### config.mk
export PLATFORM = sky130hd
export DESIGN_NAME = pps_sequencer
export DESIGN_NICKNAME = d
export VERILOG_FILES = /design/src/design/pps_pkg.sv /design/src/design/pps_tick_gen.sv /design/src/design/pps_debounce.sv /design/src/design/pps_sequencer.sv
export VERILOG_INCLUDE_DIRS = /design/src /design/src/design
export SDC_FILE = /design/constraint.sdc
export NUM_CORES = 1
export LEC_CHECK = 0
export ABC_AREA = 1
export BUFFER_PORTS_ARGS = -buffer_cell sky130_fd_sc_hd__buf_2
export CAP_MARGIN = 20
export CORE_MARGIN = 3
export CORE_UTILIZATION = 50
export DETAILED_ROUTE_END_ITERATION = 8
export PLACE_DENSITY_LB_ADDON = 0.25
export SYNTH_ARGS = -nofsm -noshare
export SYNTH_HDL_FRONTEND = slang
export SYNTH_SLANG_ARGS = --single-unit
### constraint.sdc
create_clock -name sys_clk_in -period 16.3 [get_ports sys_clk_in]
set_clock_uncertainty 0.2 [all_clocks]
set_input_delay 0 -clock sys_clk_in [delete_from_list [all_inputs] [get_ports sys_clk_in]]
set_output_delay 0 -clock sys_clk_in [all_outputs]
set_load 0.01 [all_outputs]
### src/design/pps_defs.svh
// timing figures, tick counts and table contents of the power state sequencer
`ifndef PPS_DEFS_SVH
`define PPS_DEFS_SVH
`define PPS_SYS_HZ        10000000
`define PPS_CK32K_HZ      32768
`define PPS_TICK_DIV      (`PPS_SYS_HZ / `PPS_CK32K_HZ)
`define PPS_T_BTN_MS      500
`define PPS_T_ADP_MS      100
`define PPS_T_BATT_MS     2
`define PPS_T_OFF2_MS     2
`define PPS_T_RST_MS      50
`define PPS_T_LP_INT_S    6
`define PPS_T_LP_OFF_S    8
`define PPS_MS2TK(ms)     (((ms) * `PPS_CK32K_HZ + 999) / 1000)
`define PPS_N_BTN         `PPS_MS2TK(`PPS_T_BTN_MS)
`define PPS_N_ADP         `PPS_MS2TK(`PPS_T_ADP_MS)
`define PPS_N_BATT        `PPS_MS2TK(`PPS_T_BATT_MS)
`define PPS_N_OFF2        `PPS_MS2TK(`PPS_T_OFF2_MS)
`define PPS_N_RST         `PPS_MS2TK(`PPS_T_RST_MS)
`define PPS_N_LP_INT      (`PPS_T_LP_INT_S * `PPS_CK32K_HZ)
`define PPS_N_LP_OFF      (`PPS_T_LP_OFF_S * `PPS_CK32K_HZ)
`define PPS_N_SLEEP_DB    3
`define PPS_N_STEP        66
`define PPS_N_STEP_LONG   132
`define PPS_N_SLP_ON      1
`define PPS_N_OFF1        1
`define PPS_LONG_STEP     4'h5
`define PPS_TBL_00        56'h01000033001254
`define PPS_TBL_01        56'h01000003201254
`define PPS_TBL_10        56'h05000022011344
`define PPS_TBL_11        56'h08050801067432
`define PPS_NCH           14
`endif

### src/design/pps_pkg.sv
// types of the power state sequencer
package pps_pkg;
    typedef enum logic [6:0] {
        PPS_OFF      = 7'h01,
        PPS_SEQ      = 7'h02,
        PPS_RST_WAIT = 7'h04,
        PPS_ON       = 7'h08,
        PPS_SLEEP    = 7'h10,
        PPS_SLP_WAKE = 7'h20,
        PPS_OFF_RST  = 7'h40
    } pps_state_t;
    typedef logic [1:0]  pps_boot_t;
    typedef logic [13:0] pps_chan_t;
endpackage

### src/design/pps_tick_gen.sv
// 32 kHz enable pulse divided from the system clock
`timescale 1ns/10ps
`include "pps_defs.svh"
module pps_tick_gen #(
    parameter int DIV = `PPS_TICK_DIV
) (
    input  wire logic sys_clk_in,
    input  wire logic reset_in,
    output logic      tick_out
);
    typedef struct packed {
        logic [15:0] cnt;
        logic        tick;
    } pps_tick_st_t;
    pps_tick_st_t s_reg, s_next;

    always_comb begin
        s_next = s_reg;
        s_next.tick = 1'b0;
        if (s_reg.cnt == 16'(DIV - 1)) begin
            s_next.cnt = 16'h0000;
            s_next.tick = 1'b1;
        end else begin
            s_next.cnt = s_reg.cnt + 16'h0001;
        end
    end

    always_ff @(posedge sys_clk_in or posedge reset_in) begin
        if (reset_in) begin
            s_reg <= '0;
        end else begin
            s_reg <= s_next;
        end
    end

    assign tick_out = s_reg.tick;
endmodule

### src/design/pps_debounce.sv
// level debouncer counted in 32 kHz ticks, separate rise and fall times
`timescale 1ns/10ps
module pps_debounce #(
    parameter int   RISE_N = 1,
    parameter int   FALL_N = 1,
    parameter logic INIT   = 1'b0
) (
    input  wire logic sys_clk_in,
    input  wire logic reset_in,
    input  wire logic tick_in,
    input  wire logic raw_in,
    output logic      level_out
);
    typedef struct packed {
        logic [17:0] cnt;
        logic        q;
    } pps_db_st_t;
    pps_db_st_t s_reg, s_next;
    logic [17:0] lim;

    always_comb begin
        s_next = s_reg;
        lim = raw_in ? 18'(RISE_N) : 18'(FALL_N);
        if (raw_in == s_reg.q) begin
            s_next.cnt = 18'h00000;
        end else if (tick_in) begin
            if (s_reg.cnt + 18'h00001 >= lim) begin
                s_next.q = raw_in;
                s_next.cnt = 18'h00000;
            end else begin
                s_next.cnt = s_reg.cnt + 18'h00001;
            end
        end
    end

    always_ff @(posedge sys_clk_in or posedge reset_in) begin
        if (reset_in) begin
            s_reg <= '{cnt: 18'h00000, q: INIT};
        end else begin
            s_reg <= s_next;
        end
    end

    assign level_out = s_reg.q;
endmodule

### src/design/pps_sequencer.sv
// power state sequencer: on/off/sleep decisions and channel start-up order
// Operation
// - Turn on or stay on on button low, or on a fresh wake while off.
// - Button and plug-in edge wakes count only when their flag was clear; a debounced button low or an enabled alarm edge wakes with no flag.
// - While off, button low and first adapter plug-in raise wake flags.
// - Alarm wakes the off device only when its enable is set.
// - Long-press flag sets after the button stays low six seconds.
// - Button low eight seconds turns off and drops the host reset.
// - Thermal shutdown status forces the off state.
// - Debounced battery undervoltage lockout forces the off state.
// - Software off bits turn off; plain off bit is cleared once off.
// - Sleep on sleep input or software bit, only with no unmasked pending irq.
// - Sleep input edges are debounced three 32 kHz periods.
// - Channel enables return one 32 kHz period after the sleep exit edge.
// - Two strap inputs pick one of four start-up tables.
// - Strap 00 order: buck_four+load_switch_one, buck_three, linreg3+4, buck_one, buck_two.
// - First step 66 ticks after power-on enable, then 66 ticks per step.
// - In strap 11 the step after buck three waits 132 ticks.
// - Host reset released high 50 ms after the last channel.
// - Host reset falls one tick after the on condition is withdrawn.
// - All channels disabled 2 ms after host reset falls.
// - Button falling edge debounced 500 ms before a power-on request.
// - Adapter plug-in and plug-out debounced 100 ms each.
// - Battery-low both edges and undervolt falling edge debounced 2 ms.
// - Host reset is low whenever the device is off.
`timescale 1ns/10ps
`include "pps_defs.svh"
module pps_sequencer
    import pps_pkg::*;
#(
    parameter int TICK_DIV = `PPS_TICK_DIV,
    parameter int BTN_N    = `PPS_N_BTN,
    parameter int ADP_N    = `PPS_N_ADP,
    parameter int BATT_N   = `PPS_N_BATT,
    parameter int OFF2_N   = `PPS_N_OFF2,
    parameter int RST_N    = `PPS_N_RST,
    parameter int LP_INT_N = `PPS_N_LP_INT,
    parameter int LP_OFF_N = `PPS_N_LP_OFF
) (
    input  wire logic        sys_clk_in,
    input  wire logic        reset_in,
    input  wire logic        power_button_n_in,
    input  wire logic        adapter_detect_in,
    input  wire logic        battery_low_ind_in,
    input  wire logic        battery_undervolt_ind_in,
    input  wire logic        thermal_shutdown_status_in,
    input  wire logic        sleep_in,
    input  wire logic        sw_turn_off_in,
    input  wire logic        sw_turn_off_with_reset_in,
    input  wire logic        sw_sleep_request_in,
    input  wire logic        alarm_irq_in,
    input  wire logic        alarm_irq_en_in,
    input  wire logic        irq_pending_in,
    input  wire logic        button_low_irq_clr_in,
    input  wire logic        long_press_irq_clr_in,
    input  wire logic        plug_in_irq_clr_in,
    input  wire logic        strap_sel_lo_in,
    input  wire logic        strap_sel_hi_in,
    input  wire pps_chan_t   sleep_off_mask_in,
    output pps_chan_t        chan_en_out,
    output logic             host_reset_n_out,
    output logic             button_low_irq_flag_out,
    output logic             long_press_irq_flag_out,
    output logic             plug_in_irq_flag_out,
    output logic             battery_low_status_out,
    output logic             battery_uvlo_status_out,
    output logic             sleep_state_out,
    output logic             sw_turn_off_clear_out
);
    import pps_pkg::*;

    ////////////////////////////////////////////////////////////////////////////
    // start-up tables

    function automatic logic [3:0] step_of(input pps_boot_t b, input int ch);
        logic [55:0] t;
        case (b)
            2'h0:    t = `PPS_TBL_00;
            2'h1:    t = `PPS_TBL_01;
            2'h2:    t = `PPS_TBL_10;
            default: t = `PPS_TBL_11;
        endcase
        return t[ch*4 +: 4];
    endfunction

    function automatic pps_chan_t step_mask(input pps_boot_t b, input logic [3:0] st);
        pps_chan_t m;
        m = '0;
        for (int i = 0; i < `PPS_NCH; i++) begin
            m[i] = (st != 4'h0) ? (step_of(b, i) == st) : (step_of(b, i) != 4'h0);
        end
        return m;
    endfunction

    function automatic logic [3:0] last_step(input pps_boot_t b);
        logic [3:0] mx;
        mx = 4'h0;
        for (int i = 0; i < `PPS_NCH; i++) begin
            if (step_of(b, i) > mx) begin
                mx = step_of(b, i);
            end
        end
        return mx;
    endfunction

    ////////////////////////////////////////////////////////////////////////////
    // tick and input debouncing

    logic tick;
    logic btn_deb;
    logic adp_deb;
    logic blo_deb;
    logic buv_deb;
    logic slp_deb;

    pps_tick_gen #(.DIV(TICK_DIV)) u_tick (
        .sys_clk_in(sys_clk_in),
        .reset_in  (reset_in),
        .tick_out  (tick)
    );

    pps_debounce #(.RISE_N(1), .FALL_N(BTN_N), .INIT(1'b1)) u_db_btn (
        .sys_clk_in(sys_clk_in), .reset_in(reset_in), .tick_in(tick),
        .raw_in(power_button_n_in), .level_out(btn_deb)
    );
    pps_debounce #(.RISE_N(ADP_N), .FALL_N(ADP_N), .INIT(1'b0)) u_db_adp (
        .sys_clk_in(sys_clk_in), .reset_in(reset_in), .tick_in(tick),
        .raw_in(adapter_detect_in), .level_out(adp_deb)
    );
    pps_debounce #(.RISE_N(BATT_N), .FALL_N(BATT_N), .INIT(1'b0)) u_db_blo (
        .sys_clk_in(sys_clk_in), .reset_in(reset_in), .tick_in(tick),
        .raw_in(battery_low_ind_in), .level_out(blo_deb)
    );
    pps_debounce #(.RISE_N(1), .FALL_N(BATT_N), .INIT(1'b1)) u_db_buv (
        .sys_clk_in(sys_clk_in), .reset_in(reset_in), .tick_in(tick),
        .raw_in(battery_undervolt_ind_in), .level_out(buv_deb)
    );
    pps_debounce #(.RISE_N(`PPS_N_SLEEP_DB), .FALL_N(`PPS_N_SLEEP_DB), .INIT(1'b0)) u_db_slp (
        .sys_clk_in(sys_clk_in), .reset_in(reset_in), .tick_in(tick),
        .raw_in(sleep_in), .level_out(slp_deb)
    );

    ////////////////////////////////////////////////////////////////////////////
    // state

    typedef struct packed {
        pps_state_t  st;
        pps_boot_t   boot;
        logic [3:0]  step;
        logic [15:0] cnt;
        logic [18:0] lp_cnt;
        pps_chan_t   chan;
        logic        hrst_n;
        logic        btn_flag;
        logic        lp_flag;
        logic        plug_flag;
        logic        btn_q;
        logic        adp_q;
        logic        alarm_q;
        logic        sw_clr;
    } pps_st_t;
    pps_st_t s_reg, s_next;

    logic btn_set;
    logic plug_set;
    logic lp_set;
    logic lp_off;
    logic off_cond;
    logic wake_evt;
    logic slp_req;
    logic [15:0] step_dly;

    always_comb begin
        btn_set  = s_reg.btn_q & ~btn_deb;
        plug_set = ~s_reg.adp_q & adp_deb & ~s_reg.plug_flag;
        lp_set   = (s_reg.lp_cnt == 19'(LP_INT_N - 1)) & tick & ~power_button_n_in;
        lp_off   = s_reg.lp_cnt >= 19'(LP_OFF_N);
        off_cond = lp_off | thermal_shutdown_status_in | ~buv_deb
                 | sw_turn_off_in | sw_turn_off_with_reset_in;
        wake_evt = (btn_set & ~s_reg.btn_flag) | (plug_set & ~s_reg.plug_flag)
                 | (alarm_irq_in & ~s_reg.alarm_q & alarm_irq_en_in)
                 | ~btn_deb;
        slp_req  = (slp_deb | sw_sleep_request_in) & ~irq_pending_in;
        step_dly = ((s_reg.boot == 2'h3) && (s_reg.step + 4'h1 == `PPS_LONG_STEP))
                 ? 16'(`PPS_N_STEP_LONG) : 16'(`PPS_N_STEP);
    end

    always_comb begin
        s_next = s_reg;
        s_next.btn_q = btn_deb;
        s_next.adp_q = adp_deb;
        s_next.alarm_q = alarm_irq_in;
        s_next.sw_clr = (s_reg.st == PPS_OFF) & sw_turn_off_in;
        if (power_button_n_in && btn_deb) begin
            s_next.lp_cnt = 19'h00000;
        end else if (tick && !lp_off && !power_button_n_in) begin
            s_next.lp_cnt = s_reg.lp_cnt + 19'h00001;
        end
        if (button_low_irq_clr_in) begin
            s_next.btn_flag = 1'b0;
        end
        if (btn_set) begin
            s_next.btn_flag = 1'b1;
        end
        if (long_press_irq_clr_in) begin
            s_next.lp_flag = 1'b0;
        end
        if (lp_set) begin
            s_next.lp_flag = 1'b1;
        end
        if (plug_in_irq_clr_in) begin
            s_next.plug_flag = 1'b0;
        end
        if (plug_set) begin
            s_next.plug_flag = 1'b1;
        end
        case (s_reg.st)
            PPS_OFF: begin
                if (wake_evt && !off_cond) begin
                    s_next.st = PPS_SEQ;
                    s_next.boot = {strap_sel_hi_in, strap_sel_lo_in};
                    s_next.step = 4'h0;
                    s_next.cnt = 16'h0000;
                end
            end
            PPS_SEQ: begin
                if (off_cond) begin
                    s_next.st = PPS_OFF_RST;
                end else if (tick) begin
                    if (s_reg.cnt + 16'h0001 >= step_dly) begin
                        s_next.cnt = 16'h0000;
                        s_next.step = s_reg.step + 4'h1;
                        s_next.chan = s_reg.chan | step_mask(s_reg.boot, s_reg.step + 4'h1);
                        if (s_reg.step + 4'h1 == last_step(s_reg.boot)) begin
                            s_next.st = PPS_RST_WAIT;
                        end
                    end else begin
                        s_next.cnt = s_reg.cnt + 16'h0001;
                    end
                end
            end
            PPS_RST_WAIT: begin
                if (off_cond) begin
                    s_next.st = PPS_OFF_RST;
                end else if (tick) begin
                    if (s_reg.cnt + 16'h0001 >= 16'(RST_N)) begin
                        s_next.cnt = 16'h0000;
                        s_next.hrst_n = 1'b1;
                        s_next.st = PPS_ON;
                    end else begin
                        s_next.cnt = s_reg.cnt + 16'h0001;
                    end
                end
            end
            PPS_ON: begin
                if (off_cond) begin
                    s_next.st = PPS_OFF_RST;
                end else if (slp_req) begin
                    s_next.st = PPS_SLEEP;
                    s_next.chan = step_mask(s_reg.boot, 4'h0) & ~sleep_off_mask_in;
                end
            end
            PPS_SLEEP: begin
                if (off_cond) begin
                    s_next.st = PPS_OFF_RST;
                end else if (!slp_req) begin
                    s_next.st = PPS_SLP_WAKE;
                end
            end
            PPS_SLP_WAKE: begin
                if (off_cond) begin
                    s_next.st = PPS_OFF_RST;
                end else if (tick) begin
                    s_next.chan = step_mask(s_reg.boot, 4'h0);
                    s_next.st = PPS_ON;
                end
            end
            PPS_OFF_RST: begin
                if (tick && s_reg.hrst_n) begin
                    s_next.hrst_n = 1'b0;
                    s_next.cnt = 16'h0000;
                end else if (tick) begin
                    if (s_reg.cnt + 16'h0001 >= 16'(OFF2_N)) begin
                        s_next.chan = '0;
                        s_next.cnt = 16'h0000;
                        s_next.st = PPS_OFF;
                    end else begin
                        s_next.cnt = s_reg.cnt + 16'h0001;
                    end
                end
            end
            default: begin
                s_next.st = PPS_OFF;
            end
        endcase
    end

    always_ff @(posedge sys_clk_in or posedge reset_in) begin
        if (reset_in) begin
            s_reg <= '{st: PPS_OFF, boot: 2'h0, step: 4'h0, cnt: 16'h0000,
                       lp_cnt: 19'h00000, chan: 14'h0000, hrst_n: 1'b0, btn_flag: 1'b0,
                       lp_flag: 1'b0, plug_flag: 1'b0, btn_q: 1'b1, adp_q: 1'b0,
                       alarm_q: 1'b0, sw_clr: 1'b0};
        end else begin
            s_reg <= s_next;
        end
    end

    assign chan_en_out             = s_reg.chan;
    assign host_reset_n_out        = s_reg.hrst_n;
    assign button_low_irq_flag_out = s_reg.btn_flag;
    assign long_press_irq_flag_out = s_reg.lp_flag;
    assign plug_in_irq_flag_out    = s_reg.plug_flag;
    assign battery_low_status_out  = blo_deb;
    assign battery_uvlo_status_out = ~buv_deb;
    assign sleep_state_out         = (s_reg.st == PPS_SLEEP);
    assign sw_turn_off_clear_out   = s_reg.sw_clr;
endmodule

==> out/summary.txt <==
====================================================================================
Setup crit start                                                        u_db_buv.level_out
Critical-path cell with the highest stage delay                         dlygate4sd3_1
Largest net degree at the start of global routing                                106
Initial antenna violation count                                                    0
Asr flop ratio synth                                                            100%
Crit Reg-Reg Startpoint                                                 u_db_buv.level_out
HP Start                                                                alarm_irq_in
Slew HR                                                                        44.1%
Via count of the first global-routing pass                                      9373
Largest voltage drop on the vdd net                                      0.0000565 V
Crit path capture type                                                          flop
Seq/Total Area, Yosys                                                          40.6%
Cell mode on critical path                                                   nand2_1
Most used DFF post-synth                                                     dfrtp_1
Fin worst setup slack                                                       12.39 ns
Number of synthesized register bits                                              182
Fin util                                                                       57.1%
Bufs and invs on worst path                                                        6
Routed length on met3                                                         625 µm
Max capacitance violation total                                                    0
Final setup viols                                                                  0
Count of vias placed by the detailed router                                     9622
Number of pins with negative max-slew slack in the final report                    0
Maximum count of clock buffers along a single path                                 2
Class of the tightest hold or removal check                                in -> reg
Initial core utilization                                                       51.1%
Synthesis-to-layout area growth                                                11.8%
Initial detailed-routing violation count                                         552
Synth cell types                                                                  51
Arrival @ worst endpoint                                                     4.02 ns
Synthesized area per cell                                                   7.40 µm²
Routed wire per std cell                                                     12.8 µm
Leak Pwr                                                                  0.00627 µW
Layout cells sized above 1                                                     9.56%
Clock-pin transition on the worst setup and hold timing paths                0.07 ns
Pre-antenna DRT Iters                                                              4
Cells after synthesis                                                           1515
Total global-route track usage                                                 20.7%
Max Clk Rate                                                                 256 MHz
Sequence of cells on the critical path                                  inv_2, or2_1, nor2_1, nand2_2, dlygate4sd3_1, inv_2, nand2_1, nor3_1, dlygate4sd3_1, inv_1, nand2_1, nor2_1, nand2_1, nor2_2, nand2_1, nand2_1, dlygate4sd3_1
Number of enable-type register cells in the synthesized netlist                    0
Endpoints failing hold                                                             0
Maximum cell stage delay along the critical path                             0.66 ns
Number of buffers created by CTS                                                  17
CTS tree                                                                       built
Pwr/cell area                                                            71.0 nW/µm²
Post-synth design cell area                                                11200 µm²
DRC errors left                                                                    0
H-tree level count                                                                 4
Result of the run                                                       complete, no violations
Boundary pin count                                                                55
Warnings, synthesis                                                                0
Startpoint class of the critical path                                           flop
Number of buffers inserted by port buffering                                      51
Post-synthesis net count                                                        1574
Antenna Cells                                                                      0
Worst setup slack for register-to-register paths                            12.39 ns
Setup TNS after final layout                                                    0 ns
Number of vias per cell after detailed routing                                  5.12
Crit share post-route                                                          24.0%
Die width                                                                     156 µm
Post-layout minimum cycle time                                               3.91 ns
Clock insertion delay at the later pin of the skew report                    0.42 ns
Die Outline Area                                                           24300 µm²
Delay-heaviest family, CP                                               buffers and inverters
Count of antenna-violating nets left after detailed routing                        0
Tightest Pin Transition                                                     0.836 ns
Number of gates resized after cts                                                  0
Area of the placeable core                                                 22000 µm²
Max FFs per register                                                              51
Die H                                                                         156 µm
Nets                                                                            1646
Weighted congestion at the end of routability-driven global placement          0.884
DR top layer                                                                    met4
Setup repair after global routing missed its margin                            false
Met2 WL                                                                     12000 µm
FP Rows                                                                           54
GRT overflow                                                                       0
WL final                                                                    24000 µm
Root cell of the clock tree                                                clkbuf_16
First-pass GRT wire length                                                  42300 µm
Count of clock tree sinks                                                        182
Length of routed wiring on met1                                             11200 µm
Setup CP Type                                                             reg -> reg
WP data required                                                            16.41 ns
Placed wire-length estimate after detailed placement                        17000 µm
Worst setup slack after placement                                           12.73 ns
Worst-path fanout max                                                              5
====================================================================================
[synth_stat cells (3+ instances only)]
library cell	count	share of area, %
o31ai_1	5	0.33
clkbuf_1	13	0.44
o21ai_2	5	0.39
nand2_4	3	0.30
xor2_1	80	6.2
buf_4	15	1.0
and3_1	3	0.17
nand3b_1	8	0.54
nor4_1	8	0.45
nor2_1	202	6.8
or2_2	13	0.73
dfstp_2	4	0.94
nand4_1	37	2.1
nand2_2	9	0.50
nor2_4	6	0.60
o22ai_1	36	2.0
nand3_1	115	5.1
inv_1	226	7.6
o21ai_0	54	2.4
nor2_2	9	0.50
ha_1	26	2.9
inv_2	4	0.13
nor3_1	38	1.7
a21oi_1	27	1.2
dfrtp_1	178	40
nand3_2	7	0.62
nor3b_1	3	0.20
a21o_1	3	0.20
nand2_1	344	12
buf_2	3	0.13
xnor2_1	6	0.47
[per-layer routing]
layer / up-vias / track usage, %
met2: 123 / 36.0
li1: 4957 / -
met1: 4521 / 26.9
met5: - / 0
met4: 0 / 5.30
met3: 21 / 3.27
[placed cells by master (no fill, tap or decap), types with 3 or more instances in the layout]
master and instances:
nand2_1 344, inv_1 225, nor2_1 202, dfrtp_1 178, nand3_1 115, xor2_1 80
o21ai_0 54, buf_2 51, nor3_1 38, nand4_1 37, o22ai_1 36, dlygate4sd3_1 32
a21oi_1 27, ha_1 26, clkbuf_16 17, or2_2 13, nor2_2 9, nand2_2 9
nand3b_1 8, nor4_1 8, nand3_2 7, xnor2_1 6, nor2_4 6, o21ai_2 5
o31ai_1 5, inv_2 4, inv_6 4, dfstp_2 4, nor3b_1 3, and3_1 3
nand2_4 3, a21o_1 3, clkinv_4 3, clkinv_2 3
[where the power goes]
group          leakage (µW)  internal (µW)  switching [µW]
combinational       0.00356           12.6            26.3
sequential          0.00243            453           0.999
clock              0.000275            217             180
[area by class of cell]
cell class                 instances  area, µm²
timing repair buffer              86        611
inverter                         232        878
tap                              280        350
fill                            2035       9420
multi-input combinational       1068       5580
clock buffer                      19        443
sequential                       182       4560
clock inverter                    13        121
[per-stage QoR]
step	total power [µW]	std cells	cell area (µm²)	hold slack, ns
detailed placement	497	1815	11600	-0.0690
floorplan	485	1515	11200	-0.169
CTS	904	1879	12500	0.0138
global route	926	1880	12500	0.0308
finish	890	1880	12500	0.0399
global placement	496	1815	11600	-0.0780
[kinds of logic after synthesis]
kind of cell               after synthesis  share of synthesized area [%]
adders and majority gates               26                           2.90
and+or+nand+nor                        815                           32.7
buffers and inverters                  265                           9.62
DFF                                    182                           40.6
AOI/OAI and AO/OA                      140                           7.27
xor gates and xnor gates                87                           6.86
[worst paths after layout]
path | endpoint | cells after the start
min | s_reg[1] | 2
min in group asynchronous | u_db_slp.s_reg[15] | 3
max reg2reg | s_reg[67] | 17
min reg2reg | s_reg[3] | 0
max | s_reg[67] | 17
max in group asynchronous | u_db_btn.level_out | 5
[what timing repair did]
item                      4_1_cts  5_1_grt
setup buffers                   0        0
hold buffers                   32        0
hold endpoints to repair      159        0
No activity file was read; power rests on OpenSTA's default activity.
